[src/rtl/mba_pkg.sv]
package mba_pkg;

	// Number of flip-flops that every outside input passes before logic reads it.
	localparam int unsigned SYNC_STAGES = 2;

	// Bit positions of the outside inputs inside the synchronised vector.
	localparam int unsigned IN_BUS_CLK   = 0;
	localparam int unsigned IN_BUSY_N    = 1;
	localparam int unsigned IN_COMMON_REQUEST_LINE_N    = 2;
	localparam int unsigned IN_PRIO_N    = 3;
	localparam int unsigned IN_ANY       = 4;
	localparam int unsigned IN_LOCK_N    = 5;
	localparam int unsigned IN_INIT_N    = 6;
	localparam int unsigned IN_PROC_REQ  = 7;
	localparam int unsigned IN_PROC_HALT = 8;
	localparam int unsigned IN_TRANSFER_ACKNOWLEDGE      = 9;
	localparam int unsigned IN_WIDTH     = 10;

	// Values of the synchroniser stages after reset: the idle level of each input.
	// Active-low lines idle high, the bus clock idles low.
	localparam logic [IN_WIDTH-1:0] SYNC_RESET = 10'h06E;

	// Values after reset of the registered outputs.
	localparam logic BUS_REQUEST_RESET  = 1'b1;
	localparam logic PRIORITY_OUT_RESET = 1'b1;
	localparam logic ADDR_ENABLE_RESET  = 1'b1;
	localparam logic PULL_RESET         = 1'b0;

	typedef enum logic [1:0]
	{
		MBA_IDLE    = 2'b00,
		MBA_REQUEST = 2'b01,
		MBA_OWN     = 2'b10
	} mba_state_t;

endpackage : mba_pkg

[src/rtl/mba_sync.sv]
`timescale 1ns/100ps
`default_nettype none

// Two-stage synchroniser, one chain per input bit.
module mba_sync
	import mba_pkg::*;
(
	input  wire logic                i_sys_clk,
	input  wire logic                i_reset,
	input  wire logic [IN_WIDTH-1:0] i_async,
	output var  logic [IN_WIDTH-1:0] o_sync
);

	logic [IN_WIDTH-1:0] meta;

	genvar g;
	generate
		for (g = 0; g < IN_WIDTH; g++)
		begin : g_bit
			always_ff @(posedge i_sys_clk or posedge i_reset)
			begin
				if (i_reset)
				begin
					meta[g]   <= SYNC_RESET[g];
					o_sync[g] <= SYNC_RESET[g];
				end
				else
				begin
					meta[g]   <= i_async[g];
					o_sync[g] <= meta[g];
				end
			end
		end
	endgenerate

endmodule : mba_sync

`default_nettype wire

[src/rtl/mba_edge.sv]
`timescale 1ns/100ps
`default_nettype none

// Finds the falling edges of the synchronised bus clock.
module mba_edge
	import mba_pkg::*;
(
	input  wire logic i_sys_clk,
	input  wire logic i_reset,
	input  wire logic i_level,
	output var  logic o_fall
);

	logic prev;

	always_ff @(posedge i_sys_clk or posedge i_reset)
	begin
		if (i_reset)
			prev <= SYNC_RESET[IN_BUS_CLK];
		else
			prev <= i_level;
	end

	assign o_fall = prev & ~i_level;

endmodule : mba_edge

`default_nettype wire

[src/rtl/mba_arbiter.sv]
// What this block does
// - Common request line is wired open drain; non-owners pull it low to ask.
// - Never pull the common request line while owning the shared bus.
// - Owner seeing a common request drops bus request and surrenders when allowed.
// - Common request tied low with surrender strap high: surrender after every cycle.
// - Outside initialize, all shared-bus signals are driven and sampled on the bus clock.
// - Bus request output goes low to ask for the shared bus.
// - Asserted priority input allows taking the bus at next bus clock fall.
// - Priority input means highest requester; its loss means a higher one won.
// - Priority output, active low, feeds the next lower arbiter's priority input.
// - Busy is open drain, low active; free bus taken by prioritised requester.
// - When finished, release busy so it floats high for others.
// - Without ownership, hold controller, latches and transceivers off the bus.
// - Processor waits until the bus is won, then address enable goes active.
// - Owner that lost priority hands over once its present cycle completes.
// - Lower priority arbiter may take the bus when no higher one uses it.
// - Without other requests, keep ownership until the processor halts.
// - Never surrender voluntarily except on halt; only requests force it off.
// - Surrender strap yields to lower priority requesters as if higher.
// - Surrender strap with common request: give up at cycle end, request high.
// - Asserted request lock blocks surrender to common request requesters.
// - Global initialize resets the arbiter; afterwards it owns nothing.
// - Address enable tells controller and latches when to float outputs.
`timescale 1ns/100ps
`default_nettype none

module mba_arbiter
	import mba_pkg::*;
(
	input  wire logic i_sys_clk,
	input  wire logic i_reset,
	input  wire logic i_bus_clk,
	input  wire logic i_busy_n,
	input  wire logic i_common_request_line_n,
	input  wire logic i_priority_in_n,
	input  wire logic i_surrender_to_any_strap,
	input  wire logic i_request_lock_in_n,
	input  wire logic i_init_n,
	input  wire logic i_proc_request,
	input  wire logic i_proc_halt,
	input  wire logic i_transfer_acknowledge,
	output var  logic o_bus_request_out_n,
	output var  logic o_priority_out_n,
	output var  logic o_busy_out,
	output var  logic o_busy_oe,
	output var  logic o_common_request_line_out,
	output var  logic o_common_request_line_oe,
	output var  logic o_address_enable_out_n
);

	logic [IN_WIDTH-1:0] raw_in;
	logic [IN_WIDTH-1:0] sync_in;
	logic                bclk_fall;
	mba_state_t          state;
	mba_state_t          next_state;
	logic                cycle_active;
	logic                next_cycle_active;

	// Every outside input is synchronised before any logic looks at it.
	assign raw_in[IN_BUS_CLK]   = i_bus_clk;
	assign raw_in[IN_BUSY_N]    = i_busy_n;
	assign raw_in[IN_COMMON_REQUEST_LINE_N]    = i_common_request_line_n;
	assign raw_in[IN_PRIO_N]    = i_priority_in_n;
	assign raw_in[IN_ANY]       = i_surrender_to_any_strap;
	assign raw_in[IN_LOCK_N]    = i_request_lock_in_n;
	assign raw_in[IN_INIT_N]    = i_init_n;
	assign raw_in[IN_PROC_REQ]  = i_proc_request;
	assign raw_in[IN_PROC_HALT] = i_proc_halt;
	assign raw_in[IN_TRANSFER_ACKNOWLEDGE]      = i_transfer_acknowledge;

	mba_sync u_sync
	(
		.i_sys_clk (i_sys_clk),
		.i_reset   (i_reset),
		.i_async   (raw_in),
		.o_sync    (sync_in)
	);

	mba_edge u_edge
	(
		.i_sys_clk (i_sys_clk),
		.i_reset   (i_reset),
		.i_level   (sync_in[IN_BUS_CLK]),
		.o_fall    (bclk_fall)
	);

	// Decoded, active-high views of the synchronised inputs.
	wire busy_free   = sync_in[IN_BUSY_N];
	wire common_request_line_active = ~sync_in[IN_COMMON_REQUEST_LINE_N];
	wire prio_active = ~sync_in[IN_PRIO_N];
	wire any_strap   = sync_in[IN_ANY];
	wire lock_active = ~sync_in[IN_LOCK_N];
	wire init_active = ~sync_in[IN_INIT_N];
	wire proc_req    = sync_in[IN_PROC_REQ];
	wire proc_halt   = sync_in[IN_PROC_HALT];
	wire transfer_acknowledge        = sync_in[IN_TRANSFER_ACKNOWLEDGE];

	wire own         = (state == MBA_OWN);
	wire at_boundary = ~cycle_active;

	// A common request may force the bus away only when the lock is off.
	// With the strap high it wins at any boundary; otherwise only while idle.
	wire common_request_line_yield  = common_request_line_active & ~lock_active & (any_strap | ~proc_req);
	wire lost_prio   = ~prio_active;
	wire must_yield  = at_boundary & (proc_halt | lost_prio | common_request_line_yield);
	wire may_take    = prio_active & busy_free;
	wire want_bus    = proc_req & ~proc_halt;

	// A transfer cycle runs from the first owned request until acknowledge.
	assign next_cycle_active = own & proc_req & ~transfer_acknowledge;

	always_comb
	begin
		next_state = state;
		if (init_active)
			next_state = MBA_IDLE;
		else if (bclk_fall)
		begin
			case (state)
				MBA_IDLE:
					if (want_bus)
						next_state = MBA_REQUEST;
				MBA_REQUEST:
					if (proc_halt)
						next_state = MBA_IDLE;
					else if (may_take)
						next_state = MBA_OWN;
				MBA_OWN:
					if (must_yield)
						next_state = MBA_IDLE;
				default:
					next_state = MBA_IDLE;
			endcase
		end
	end

	// The bus-facing outputs follow the next state so they change together.
	wire next_own       = (next_state == MBA_OWN);
	wire next_requester = (next_state == MBA_REQUEST);
	wire next_bus_request_out_n    = (next_state == MBA_IDLE);
	wire next_prio_o_n  = ~(prio_active & (next_state == MBA_IDLE));
	wire outputs_step   = bclk_fall | init_active;

	always_ff @(posedge i_sys_clk or posedge i_reset)
	begin
		if (i_reset)
		begin
			state        <= MBA_IDLE;
			cycle_active <= 1'b0;
		end
		else
		begin
			state        <= next_state;
			cycle_active <= next_cycle_active;
		end
	end

	always_ff @(posedge i_sys_clk or posedge i_reset)
	begin
		if (i_reset)
		begin
			o_bus_request_out_n      <= BUS_REQUEST_RESET;
			o_priority_out_n         <= PRIORITY_OUT_RESET;
			o_busy_oe                <= PULL_RESET;
			o_common_request_line_oe <= PULL_RESET;
			o_address_enable_out_n   <= ADDR_ENABLE_RESET;
		end
		else if (outputs_step)
		begin
			o_bus_request_out_n      <= next_bus_request_out_n;
			o_priority_out_n         <= next_prio_o_n;
			o_busy_oe                <= next_own;
			o_common_request_line_oe <= next_requester;
			o_address_enable_out_n   <= ~next_own;
		end
	end

	// Both open-drain lines only ever pull low.
	always_ff @(posedge i_sys_clk or posedge i_reset)
	begin
		if (i_reset)
		begin
			o_busy_out                <= PULL_RESET;
			o_common_request_line_out <= PULL_RESET;
		end
		else
		begin
			o_busy_out                <= PULL_RESET;
			o_common_request_line_out <= PULL_RESET;
		end
	end
endmodule : mba_arbiter

`default_nettype wire

[config.mk]
export PLATFORM = sky130hd
export DESIGN_NAME = mba_arbiter
export DESIGN_NICKNAME = d
export VERILOG_FILES = /design/src/rtl/mba_pkg.sv /design/src/rtl/mba_sync.sv /design/src/rtl/mba_edge.sv /design/src/rtl/mba_arbiter.sv
export SDC_FILE = /design/constraint.sdc
export NUM_CORES = 1
export LEC_CHECK = 0
export BUFFER_PORTS_ARGS = -buffer_cell sky130_fd_sc_hd__buf_2
export CAP_MARGIN = 5
export CORE_UTILIZATION = 35
export DETAILED_ROUTE_END_ITERATION = 8
export GPL_TIMING_DRIVEN = 0
export SYNTH_ARGS = -nofsm -noshare
export SYNTH_HDL_FRONTEND = slang
export SYNTH_SLANG_ARGS = --single-unit
[constraint.sdc]
create_clock -name i_sys_clk -period 1.3 [get_ports i_sys_clk]
set_input_delay 0.26 -clock i_sys_clk [delete_from_list [all_inputs] [get_ports i_sys_clk]]
set_output_delay 0.26 -clock i_sys_clk [all_outputs]
set_load 0.02 [all_outputs]
==> results by group, run 1 <==
Power
  – Total power: 1.875 mW
  – Leakage dissipation: 0.5957 nW
  – Power density cells: roughly 1500 nW/um^2
  – Max VDD drop: 0.0008486 V

STA
  – Clk_skew: 0.01397 ns
  – Hold Slack: roughly 0.036 ns
  – Final Setup Violations: 5
  – Setup slack after layout: -0.1071 ns
  – Peak Freq: 0.7107 GHz
  – Slew Viols, Final: 0
  – Period minus WS final: 1.407 ns
  – RSZ-0062 raised after global routing: yes
  – Setup TNS: -0.2623 ns
  – Worst slew pin tran: 1.013 ns
  – Final Hold Fails: 0
  – Final Cycle Share: 108.2%
  – Max transition margin: about a third

Clocking
  – Max clock buf depth: 2
  – Clock Pin Slew Worst Setup and Hold Paths: 0.09 ns
  – Root Driver: clkbuf_4
  – CTS tree: yes
  – Htree depth: 2
  – Inserted Clock Buffers: 5
  – Clock latency on the worst-skew pair: around 0.32 ns
  – Clk sinks: 29

Yosys
  – Ys Warns: 0
  – Seq/Total Area, Yosys: 74.69%
  – Syn Inst Count: 66
  – Mapped Area: slightly below 1000 um^2
  – #FFs+latches synth: 29
  – Synth cell types: 27
  – Post-synthesis area per instance: 15.05 um^2

Setup path
  – Setup CP Type: flip-flop to flip-flop
  – Arrival @ worst endpoint: 1.68 ns
  – Crit Path Max Fanout: 5
  – Critical Path Sink Type: flip-flop
  – Critical Path Start Type: flip-flop
  – Worst Path Required: 1.57 ns

Floorplanning
  – Core Rows: 18
  – Die W: 55.28 um
  – # IOs: 19
  – Die height: 55.28 um
  – Area of the core: 2567 um^2
  – Starting Density: 38.69%
  – Die Area: 3055 um^2

GRT
  – GR Overflow Total: 0
  – First-pass GRT wire length: 2.421 mm
  – Number of global-route vias before repair: 566
  – Global Route Usage Sum: 10.96%
  – Initial antenna violation count: 0
  – Largest net degree at the start of global routing: 30

Placement
  – PortBufs: 16
  – Area post-placement: 1129 um^2
  – Pre-CTS setup slack: -0.1158 ns
  – HPWL Detailed: ~920 um
  – GP Congestion: 0.7925

Detailed routing
  – Vias: around 560
  – Initial DRT Pass Iterations: 4
  – Vias per inst: 4.512
  – Post-route ant nets: 0
  – Average wire per standard cell: 11.36 um
  – WL final: 1.420 mm
  – DRT iter0 DRCs: 3
  – DRC Markers: 0

Layout
  – Layout area overhead: 28.46%
  – Post-route cell area: 1276 um^2
  – Final net count: 106
  – Share of cells above drive strength 1: roughly 53%
  – Fillers: 238
  – Commonest non-fill, non-tap cell in the layout: dfrtp_1
  – Most frequent cells in the layout: dfrtp_1, buf_2, dfstp_2
  – Diodes inserted: 0

Min path
  – Hold Path Class: input port to flip-flop

Status
  – Outcome: complete, but fails checks
  – Failing checks: setup timing

Run
  – Max cap viols: 0
## layout make-up
cell class | count | area (um^2) | area share [%]
plain buffers | 3 | 20.02 | 1.569
clock inverters | 1 | 30.03 | 2.353
flip-flops and latches | 29 | 742.0 | 58.14
repair buffers | 20 | 131.4 | 10.29
multi-input cells | 32 | 249.0 | 19.51
inverters | 3 | 11.26 | 0.8824
well taps | 30 | 37.54 | 2.941
clock buffers | 7 | 55.05 | 4.314
## worst paths after layout
kind                                          from                      to  slack (ns)  depth (start not counted)
min reg2reg                         u_sync.meta[0]        u_sync.o_sync[0]        0.35                          0
min                        i_common_request_line_n          u_sync.meta[2]        0.04                          1
max                                       state[1]  o_address_enable_out_n       -0.11                          4
max in group asynchronous                  i_reset            cycle_active        0.51                          2
max reg2reg                               state[1]  o_address_enable_out_n       -0.11                          4
min in group asynchronous                  i_reset        u_sync.o_sync[8]        0.17                          2
## critical path, stage by stage (launching register included)
cell and delay (ns):
dfrtp_1 0.48, and2b_4 0.22, a21o_1 0.22, o31ai_4 0.26, o32a_1 0.18
## through the flow
stage,utilization [%],std cells
2_1_floorplan,-,67
3_5_place_dp,43.96,113
5_1_grt,49.71,125
3_3_place_gp,43.96,113
4_1_cts,48.10,122
6_report,49.71,125
## synth_stat cells
cell type	number	area, um^2
a21boi_0	2	15.01
a21o_1	1	7.510
a21oi_1	1	5.000
and2b_4	1	10.01
and3b_1	1	8.760
and3b_2	1	10.01
buf_2	1	5.000
buf_4	2	15.01
conb_1	1	3.750
dfrtp_1	16	400.4
dfstp_2	13	341.6
inv_1	3	11.26
nand2_1	5	18.77
nand2b_1	1	6.260
nand3_1	1	5.000
nand3b_1	1	7.510
nor2_1	4	15.01
nor2b_1	1	6.260
nor2b_4	1	13.76
nor3_1	2	10.01
nor3b_1	1	7.510
nor4_2	1	12.51
o22ai_1	1	6.260
o311a_4	1	21.27
o31ai_1	1	7.510
o31ai_2	1	12.51
o32a_1	1	10.01
## timing repair
| item | in CTS | in global routing |
|---|---|---|
| setup endpoints to repair | 10 | 10 |
| pin swaps | 2 | 0 |
| cloned | 0 | 0 |
| endpoints found under the hold margin | 0 | 1 |
| setup buffers | 1 | 2 |
| hold buffers | 0 | 1 |
| gates resized for setup | 4 | 4 |
## sequential cells by signal (all words and copies together), names as in the netlist
signal and flops:
o_common_request_line_oe 1, o_busy_oe 1, u_edge.prev 1, state 2
cycle_active 1, u_sync.meta 10, o_bus_request_out_n 1, u_sync.o_sync 10
o_priority_out_n 1, o_address_enable_out_n 1
## cells by family (layout without fill, tap and decap cells)
group	after synthesis	count (layout)	synth area share [%]
compound gates	9	9	8.564
buf+inv	6	34	3.148
flops	29	29	74.68
other cells	1	2	0.3775
simple gates	21	21	13.22
## report_power, final
group | leakage [nW] | switching, mW | internal [mW]
sequential | 0.333 | 0.0282 | 0.966
clock | 0.0455 | 0.285 | 0.459
combinational | 0.217 | 0.0706 | 0.0661
## metal layers
metal / vias up / global-route usage, % / routed length [um] / share of wire (%)
li1: 271 / - / - / -
met1: 268 / 12.25 / 617 / 43
met2: 21 / 16.18 / 671 / 47
met3: 4 / 6.323 / 98 / 6.9
met4: 0 / 6.429 / 33 / 2.3
met5: - / 0 / 0 / 0
(Power assumes the default switching activity.)
==> run 2: changes to the inputs <==
--- a/config.mk
+++ b/config.mk
@@ -7,6 +7,7 @@
 export LEC_CHECK = 0
 export BUFFER_PORTS_ARGS = -buffer_cell sky130_fd_sc_hd__buf_2
 export CAP_MARGIN = 5
+export CORE_ASPECT_RATIO = 0.75
 export CORE_UTILIZATION = 35
 export DETAILED_ROUTE_END_ITERATION = 8
 export GPL_TIMING_DRIVEN = 0
==> run 2 against run 1 <==
Against the previous run: worst hold slack better by 0.053 ns; clock-buffer cell count unchanged; the run still ends with setup timing left; first-iteration DRC count rose to 9.3 times the previous value; maximum frequency up 1.9%; clock power is 23% higher; cell count rose by 4.0%; critical path depth did not move; die area about the same; routed wire length fell by 4.6%; sequential share of layout area decreased by 0.64 points; largest power group unchanged; critical endpoint is now o_busy_oe; total power rose by 8.8%; non-clock buffer count decreased by 1.
==> results by group, run 2 (synthesis gave the netlist of run 1 again) <==
Detailed routing
  – Average wire per standard cell: 10.42 um (-8.3%)
  – WL final: 1.354 mm (-4.6%)
  – Initial DRT Pass Iterations: 3 (-1)
  – DRT iter0 DRCs: 28 (+25)
  – Post-route ant nets: 0 (unchanged)
  – Vias per inst: 4.285 (-5.0%)
  – Vias: 557 (-1.2%)
  – DRC Markers: 0 (unchanged)

STA
  – Setup slack after layout: -0.08081 ns (+0.02630 ns)
  – Worst slew pin tran: 1.021 ns (+0.007516 ns)
  – Peak Freq: 0.7242 GHz (+1.9%)
  – Slew Viols, Final: 0 (unchanged)
  – Final Hold Fails: 0 (unchanged)
  – RSZ-0062 raised after global routing: yes
  – Final Setup Violations: 5 (unchanged)
  – Period minus WS final: 1.381 ns (-0.02630 ns)
  – Max transition margin: 31.86% (-0.50 points)
  – Final Cycle Share: 106.2% (-2.0 points)
  – Clk_skew: 0.005116 ns (-0.008859 ns)

Layout
  – Post-route cell area: 1292 um^2 (+1.3%)
  – Final net count: 105 (-0.94%)
  – Share of cells above drive strength 1: 54.26% (+1.6 points)
  – Diodes inserted: 0 (unchanged)
  – Most frequent cells in the layout: buf_2, dfrtp_1, dfstp_2
  – Largest registers: u_sync.meta (10), u_sync.o_sync (10), state (2)
  – Layout area overhead: 30.10%
  – Commonest non-fill, non-tap cell in the layout: buf_2

Clocking
  – Clock latency on the worst-skew pair: 0.27 ns (-0.05 ns)
  – Htree depth: 2 (unchanged)
  – Inserted Clock Buffers: 5 (unchanged)
  – Hold_buf cts: 0 (unchanged)
  – Root Driver: clkbuf_8
  – Clk sinks: 29 (unchanged)
  – CTS tree: yes
  – Clock Pin Slew Worst Setup and Hold Paths: 0.06 ns (-0.03 ns)
  – Max clock buf depth: 2 (unchanged)

Floorplanning
  – Core Rows: 16 (-2)
  – Die Area: 3058 um^2 (about the same)
  – Area of the core: 2643 um^2 (+2.9%)
  – Die W: 63.52 um (+15%)
  – Starting Density: 37.59% (-1.1 points)
  – Die height: 48.14 um (-13%)
  – # IOs: 19 (unchanged)

Setup path
  – Arrival @ worst endpoint: 1.53 ns (-0.15 ns)
  – Worst Path Required: 1.45 ns (-0.12 ns)
  – Setup CP Type: flip-flop to flip-flop
  – Crit Path Max Fanout: 3 (-2)
  – Critical Path Sink Type: flip-flop
  – Critical Path Start Type: flip-flop

Power
  – Power density cells: 1579 nW/um^2 (+7.5%)
  – Leakage dissipation: 0.5935 nW (-0.38%)
  – Total power: 2.041 mW (+8.8%)
  – Max VDD drop: 0.0006886 V (-19%)

Run
  – Max cap viols: 0 (unchanged)

GRT
  – Largest net degree at the start of global routing: 30 (unchanged)
  – Initial antenna violation count: 0 (unchanged)
  – Global Route Usage Sum: 10.70% (-0.26 points)
  – GR Overflow Total: 0 (unchanged)
  – First-pass GRT wire length: 2.104 mm (-13%)
  – Number of global-route vias before repair: 485 (-14%)

Placement
  – Area post-placement: 1136 um^2 (+0.67%)
  – PortBufs: 16 (unchanged)
  – GP Congestion: 0.7942 (+0.21%)

Min path
  – Hold Path Class: input port to flip-flop

Status
  – Outcome: complete, but fails checks
  – Failing checks: setup timing
[run 2: repair_timing]
item | in CTS | in global routing
setup endpoints to repair | 7 | 7
setup buffers | 1 | 2
pin swaps | 1 | 1
gates resized for setup | 6 | 0
[run 2: power by group]
| part | switching, mW | internal (mW) | total [mW] |
|---|---|---|---|
| registers | 0.0280 | 0.968 | 0.996 |
| logic | 0.0689 | 0.0578 | 0.127 |
| clock network | 0.295 | 0.623 | 0.918 |
| total | 0.392 | 1.65 | 2.04 |
[run 2: cell type report]
type	instances	area (um^2)
Fill cell	228	1350
Sequential cell	29	743.2
Multi-Input combinational cell	32	254.0
Timing Repair Buffer	19	102.6
Clock buffer	7	86.33
Tap cell	36	45.04
Clock inverter	1	30.03
Buffer	3	20.02
Inverter	3	11.26
[run 2: path summary, 6_finish.rpt]
check                           slack [ns]                to  cells past startpoint               startpoint
worst min register to register        0.35  u_sync.o_sync[0]                      0           u_sync.meta[0]
worst min-delay path                  0.09    u_sync.meta[2]                      1  i_common_request_line_n
min in group asynchronous             0.23    u_sync.meta[9]                      2                  i_reset
max in group asynchronous             0.38          state[1]                      2                  i_reset
worst max-delay path                 -0.08         o_busy_oe                      4         u_sync.o_sync[7]
worst max register to register       -0.08         o_busy_oe                      4         u_sync.o_sync[7]
[run 2: critical path: stages, from the launching register on]
cell and delay, ns:
dfrtp_1 0.37, nor2b_4 0.13, o311a_4 0.38, o31ai_4 0.28, o31ai_1 0.11
[run 2: routing by layer]
metal	GRT usage, %	share of wire, %
met4	10.00	1.6
met5	0	0
met2	13.62	44
met1	12.28	48
met3	7.009	5.9
[run 2: per-stage QoR]
| stage | hold WS (ns) | cells | setup TNS (ns) | util [%] | setup WS [ns] |
|---|---|---|---|---|---|
| floorplan | 0.2645 | 67 | -0.08203 | - | -0.04585 |
| global placement | 0.3334 | 119 | -0.3787 | 42.99 | -0.1036 |
| detailed placement | 0.3365 | 119 | -0.4713 | 42.99 | -0.1010 |
| CTS | 0.07619 | 128 | -0.3049 | 48.34 | -0.09214 |
| global route | 0.06917 | 130 | -0.6155 | 48.91 | -0.1406 |
| finish | 0.08860 | 130 | -0.1966 | 48.91 | -0.08081 |
==> run 3: changes to the inputs <==
--- a/config.mk
+++ b/config.mk
@@ -10,7 +10,6 @@
 export CORE_ASPECT_RATIO = 0.75
 export CORE_UTILIZATION = 35
 export DETAILED_ROUTE_END_ITERATION = 8
-export GPL_TIMING_DRIVEN = 0
 export SYNTH_ARGS = -nofsm -noshare
 export SYNTH_HDL_FRONTEND = slang
 export SYNTH_SLANG_ARGS = --single-unit
==> run 3 against run 2 <==
Against the previous run: the flow still finishes with violations (setup timing); maximum frequency shrank 1.8%; routed wire length grew 14%; sequential power is essentially flat; sequential share of layout area shrank 0.86 points; final area grew 1.4%; cell count grew 1.5%; core utilization grew 0.66 points; clock-buffer cell count shrank 1; worst hold slack lost 0.060 ns; critical endpoint is now o_address_enable_out_n.
==> results by group, run 3 (synthesis gave the netlist of run 1 again) <==
Status
  – Outcome: complete, but fails checks
  – Failing checks: setup timing

Detailed routing
  – Post-route ant nets: 0 (unchanged)
  – DRT iter0 DRCs: 4 (-86%)
  – WL final: 1.544 mm (+14%)
  – Vias per inst: 4.394 (+2.6%)
  – DRC Markers: 0 (unchanged)
  – Average wire per standard cell: 11.70 um (+12%)
  – Vias: 580 (+4.1%)
  – Initial DRT Pass Iterations: 2 (-1)

Setup path
  – Critical Path Sink: o_address_enable_out_n
  – Worst Path Required: 1.52 ns (+0.07 ns)
  – Critical Path Sink Type: flip-flop
  – Critical path's largest stage delay: 0.52 ns (+0.14 ns)
  – Critical path's top delay family: flip-flops
  – R2r worst-path depth: 4 (unchanged)
  – Setup CP Type: flip-flop to flip-flop
  – Reg2reg start: u_sync.o_sync[3]
  – Critical Path, Cell by Cell: and3b_1 -> nor3b_4 -> o31ai_4 -> o32a_1
  – CP max-delay cell: dfstp_2
  – Setup crit start: u_sync.o_sync[3]
  – Worst reg2reg setup slack: -0.11 ns (-0.03 ns)
  – Crit path buf inv count: 0 (unchanged)
  – Worst R2R End: o_address_enable_out_n
  – CP Depth: 4 (unchanged)
  – Critical Path Start Type: flip-flop
  – Arrival @ worst endpoint: 1.62 ns (+0.09 ns)
  – Crit Path Max Fanout: 3 (unchanged)

Power
  – Power density cells: 1535 nW/um^2 (-2.8%)
  – Leakage dissipation: 0.6050 nW (+1.9%)
  – Max VDD drop: 0.0008612 V (+25%)
  – Total power: 2.011 mW (-1.5%)

STA
  – Period minus WS final: 1.406 ns (+0.02568 ns)
  – Final Cycle Share: 108.2% (+2.0 points)
  – Peak Freq: 0.7110 GHz (-1.8%)
  – Final Setup Violations: 3 (-2)
  – RSZ-0062 raised after global routing: yes
  – Slew Viols, Final: 0 (unchanged)
  – Final Hold Fails: 0 (unchanged)
  – Setup slack after layout: -0.1065 ns (-0.02568 ns)
  – Clk_skew: 0.005980 ns (+0.0008642 ns)

Layout
  – Final net count: 107 (+1.9%)
  – Share of cells above drive strength 1: 56.25% (+2.0 points)
  – Layout Cells excl Fill: 132 (+1.5%)
  – Largest registers: u_sync.meta (10), u_sync.o_sync (10), state (2)
  – Diodes inserted: 0 (unchanged)
  – Layout area overhead: 31.86%
  – Most frequent cells in the layout: dfrtp_1, buf_2, dfstp_2

GRT
  – Largest net degree at the start of global routing: 30 (unchanged)
  – Initial antenna violation count: 0 (unchanged)
  – Global Route Usage Sum: 11.60% (+0.90 points)
  – First-pass GRT wire length: 2.346 mm (+12%)
  – Number of global-route vias before repair: 521 (+7.4%)
  – GR Overflow Total: 0 (unchanged)

Floorplanning
  – Starting Density: 37.59% (unchanged)
  – # IOs: 19 (unchanged)
  – Area of the core: 2643 um^2 (unchanged)
  – Die height: 48.14 um (unchanged)
  – Core Rows: 16 (unchanged)
  – Die W: 63.52 um (unchanged)
  – Die Area: 3058 um^2 (unchanged)

Clocking
  – Root Driver: clkbuf_8
  – Inserted Clock Buffers: 5 (unchanged)
  – Hold_buf cts: 0 (unchanged)
  – CTS tree: yes
  – Clock Pin Slew Worst Setup and Hold Paths: 0.06 ns (about the same)
  – Clk sinks: 29 (unchanged)
  – Htree depth: 2 (unchanged)
  – Max clock buf depth: 2 (unchanged)
  – Clock latency on the worst-skew pair: 0.28 ns (about the same)

Placement
  – GP Congestion: 0.7460 (-6.1%)
  – Pre-CTS setup slack: -0.1244 ns (-0.02349 ns)
  – PortBufs: 16 (unchanged)
  – Dpl cells: 123 (+3.4%)
  – HPWL Detailed: approximately 1.1 mm

Min path
  – Hold Path Class: input port to async pin

Run
  – Max cap viols: 0 (unchanged)
-- run 3: layout make-up --
type	count	area [um^2]
Inverter	3	11.26
Clock buffer	6	72.57
Multi-Input combinational cell	32	264.0
Sequential cell	29	742.0
Clock inverter	2	35.03
Tap cell	36	45.04
Fill cell	251	1333
Timing Repair Buffer	24	140.1
-- run 3: where the power goes --
group | switching, mW | internal, mW
clock | 0.311 | 0.567
combinational | 0.0769 | 0.0628
sequential | 0.0257 | 0.967
total | 0.413 | 1.60
-- run 3: metal layers --
layer / wire length [um] / GRT usage (%) / vias to the layer above
li1: - / - / 272
met1: 644 / 13.12 / 289
met2: 761 / 17.23 / 17
met3: 116 / 7.944 / 2
met4: 22 / 5.455 / 0
met5: 0 / 0 / -
-- run 3: worst min-delay path by stage --
stage,start,endpoint,slack [ns],depth (start not counted)
4_1_cts,i_reset,u_sync.meta[4],0.04,3
5_1_grt,i_reset,u_sync.meta[4],0.06,3
6_report,i_reset,u_sync.meta[4],0.03,3
3_5_place_dp,i_reset,u_sync.meta[4],0.34,3
3_3_place_gp,i_reset,u_sync.meta[9],0.33,3
2_1_floorplan,i_busy_n,u_sync.meta[1],0.26,0
-- run 3: timing repair --
item / in CTS / in global routing
pin swaps: 2 / 1
gates resized for setup: 6 / 1
buffers inserted: 1 / 0
endpoints found under the setup margin: 7 / 7
gates cloned: 0 / 0
hold endpoints to repair: 0 / 0
-- run 3: per-stage QoR --
step / utilization, % / hold WS [ns] / setup TNS, ns / instance area, um^2
after floorplan: - / 0.2645 / -0.08203 / 1011
after global placement: 44.22 / 0.3308 / -0.1214 / 1169
after detailed placement: 44.22 / 0.3356 / -0.3674 / 1169
after CTS: 49.38 / 0.03627 / -0.2649 / 1305
after global routing: 49.57 / 0.06187 / -0.6064 / 1310
final: 49.57 / 0.02853 / -0.2488 / 1310
-- run 3: worst reg2reg max path, cell delays in order (launching register included) --
cell and delay [ns]:
dfstp_2 0.52, and3b_1 0.19, nor3b_4 0.16, o31ai_4 0.30, o32a_1 0.18
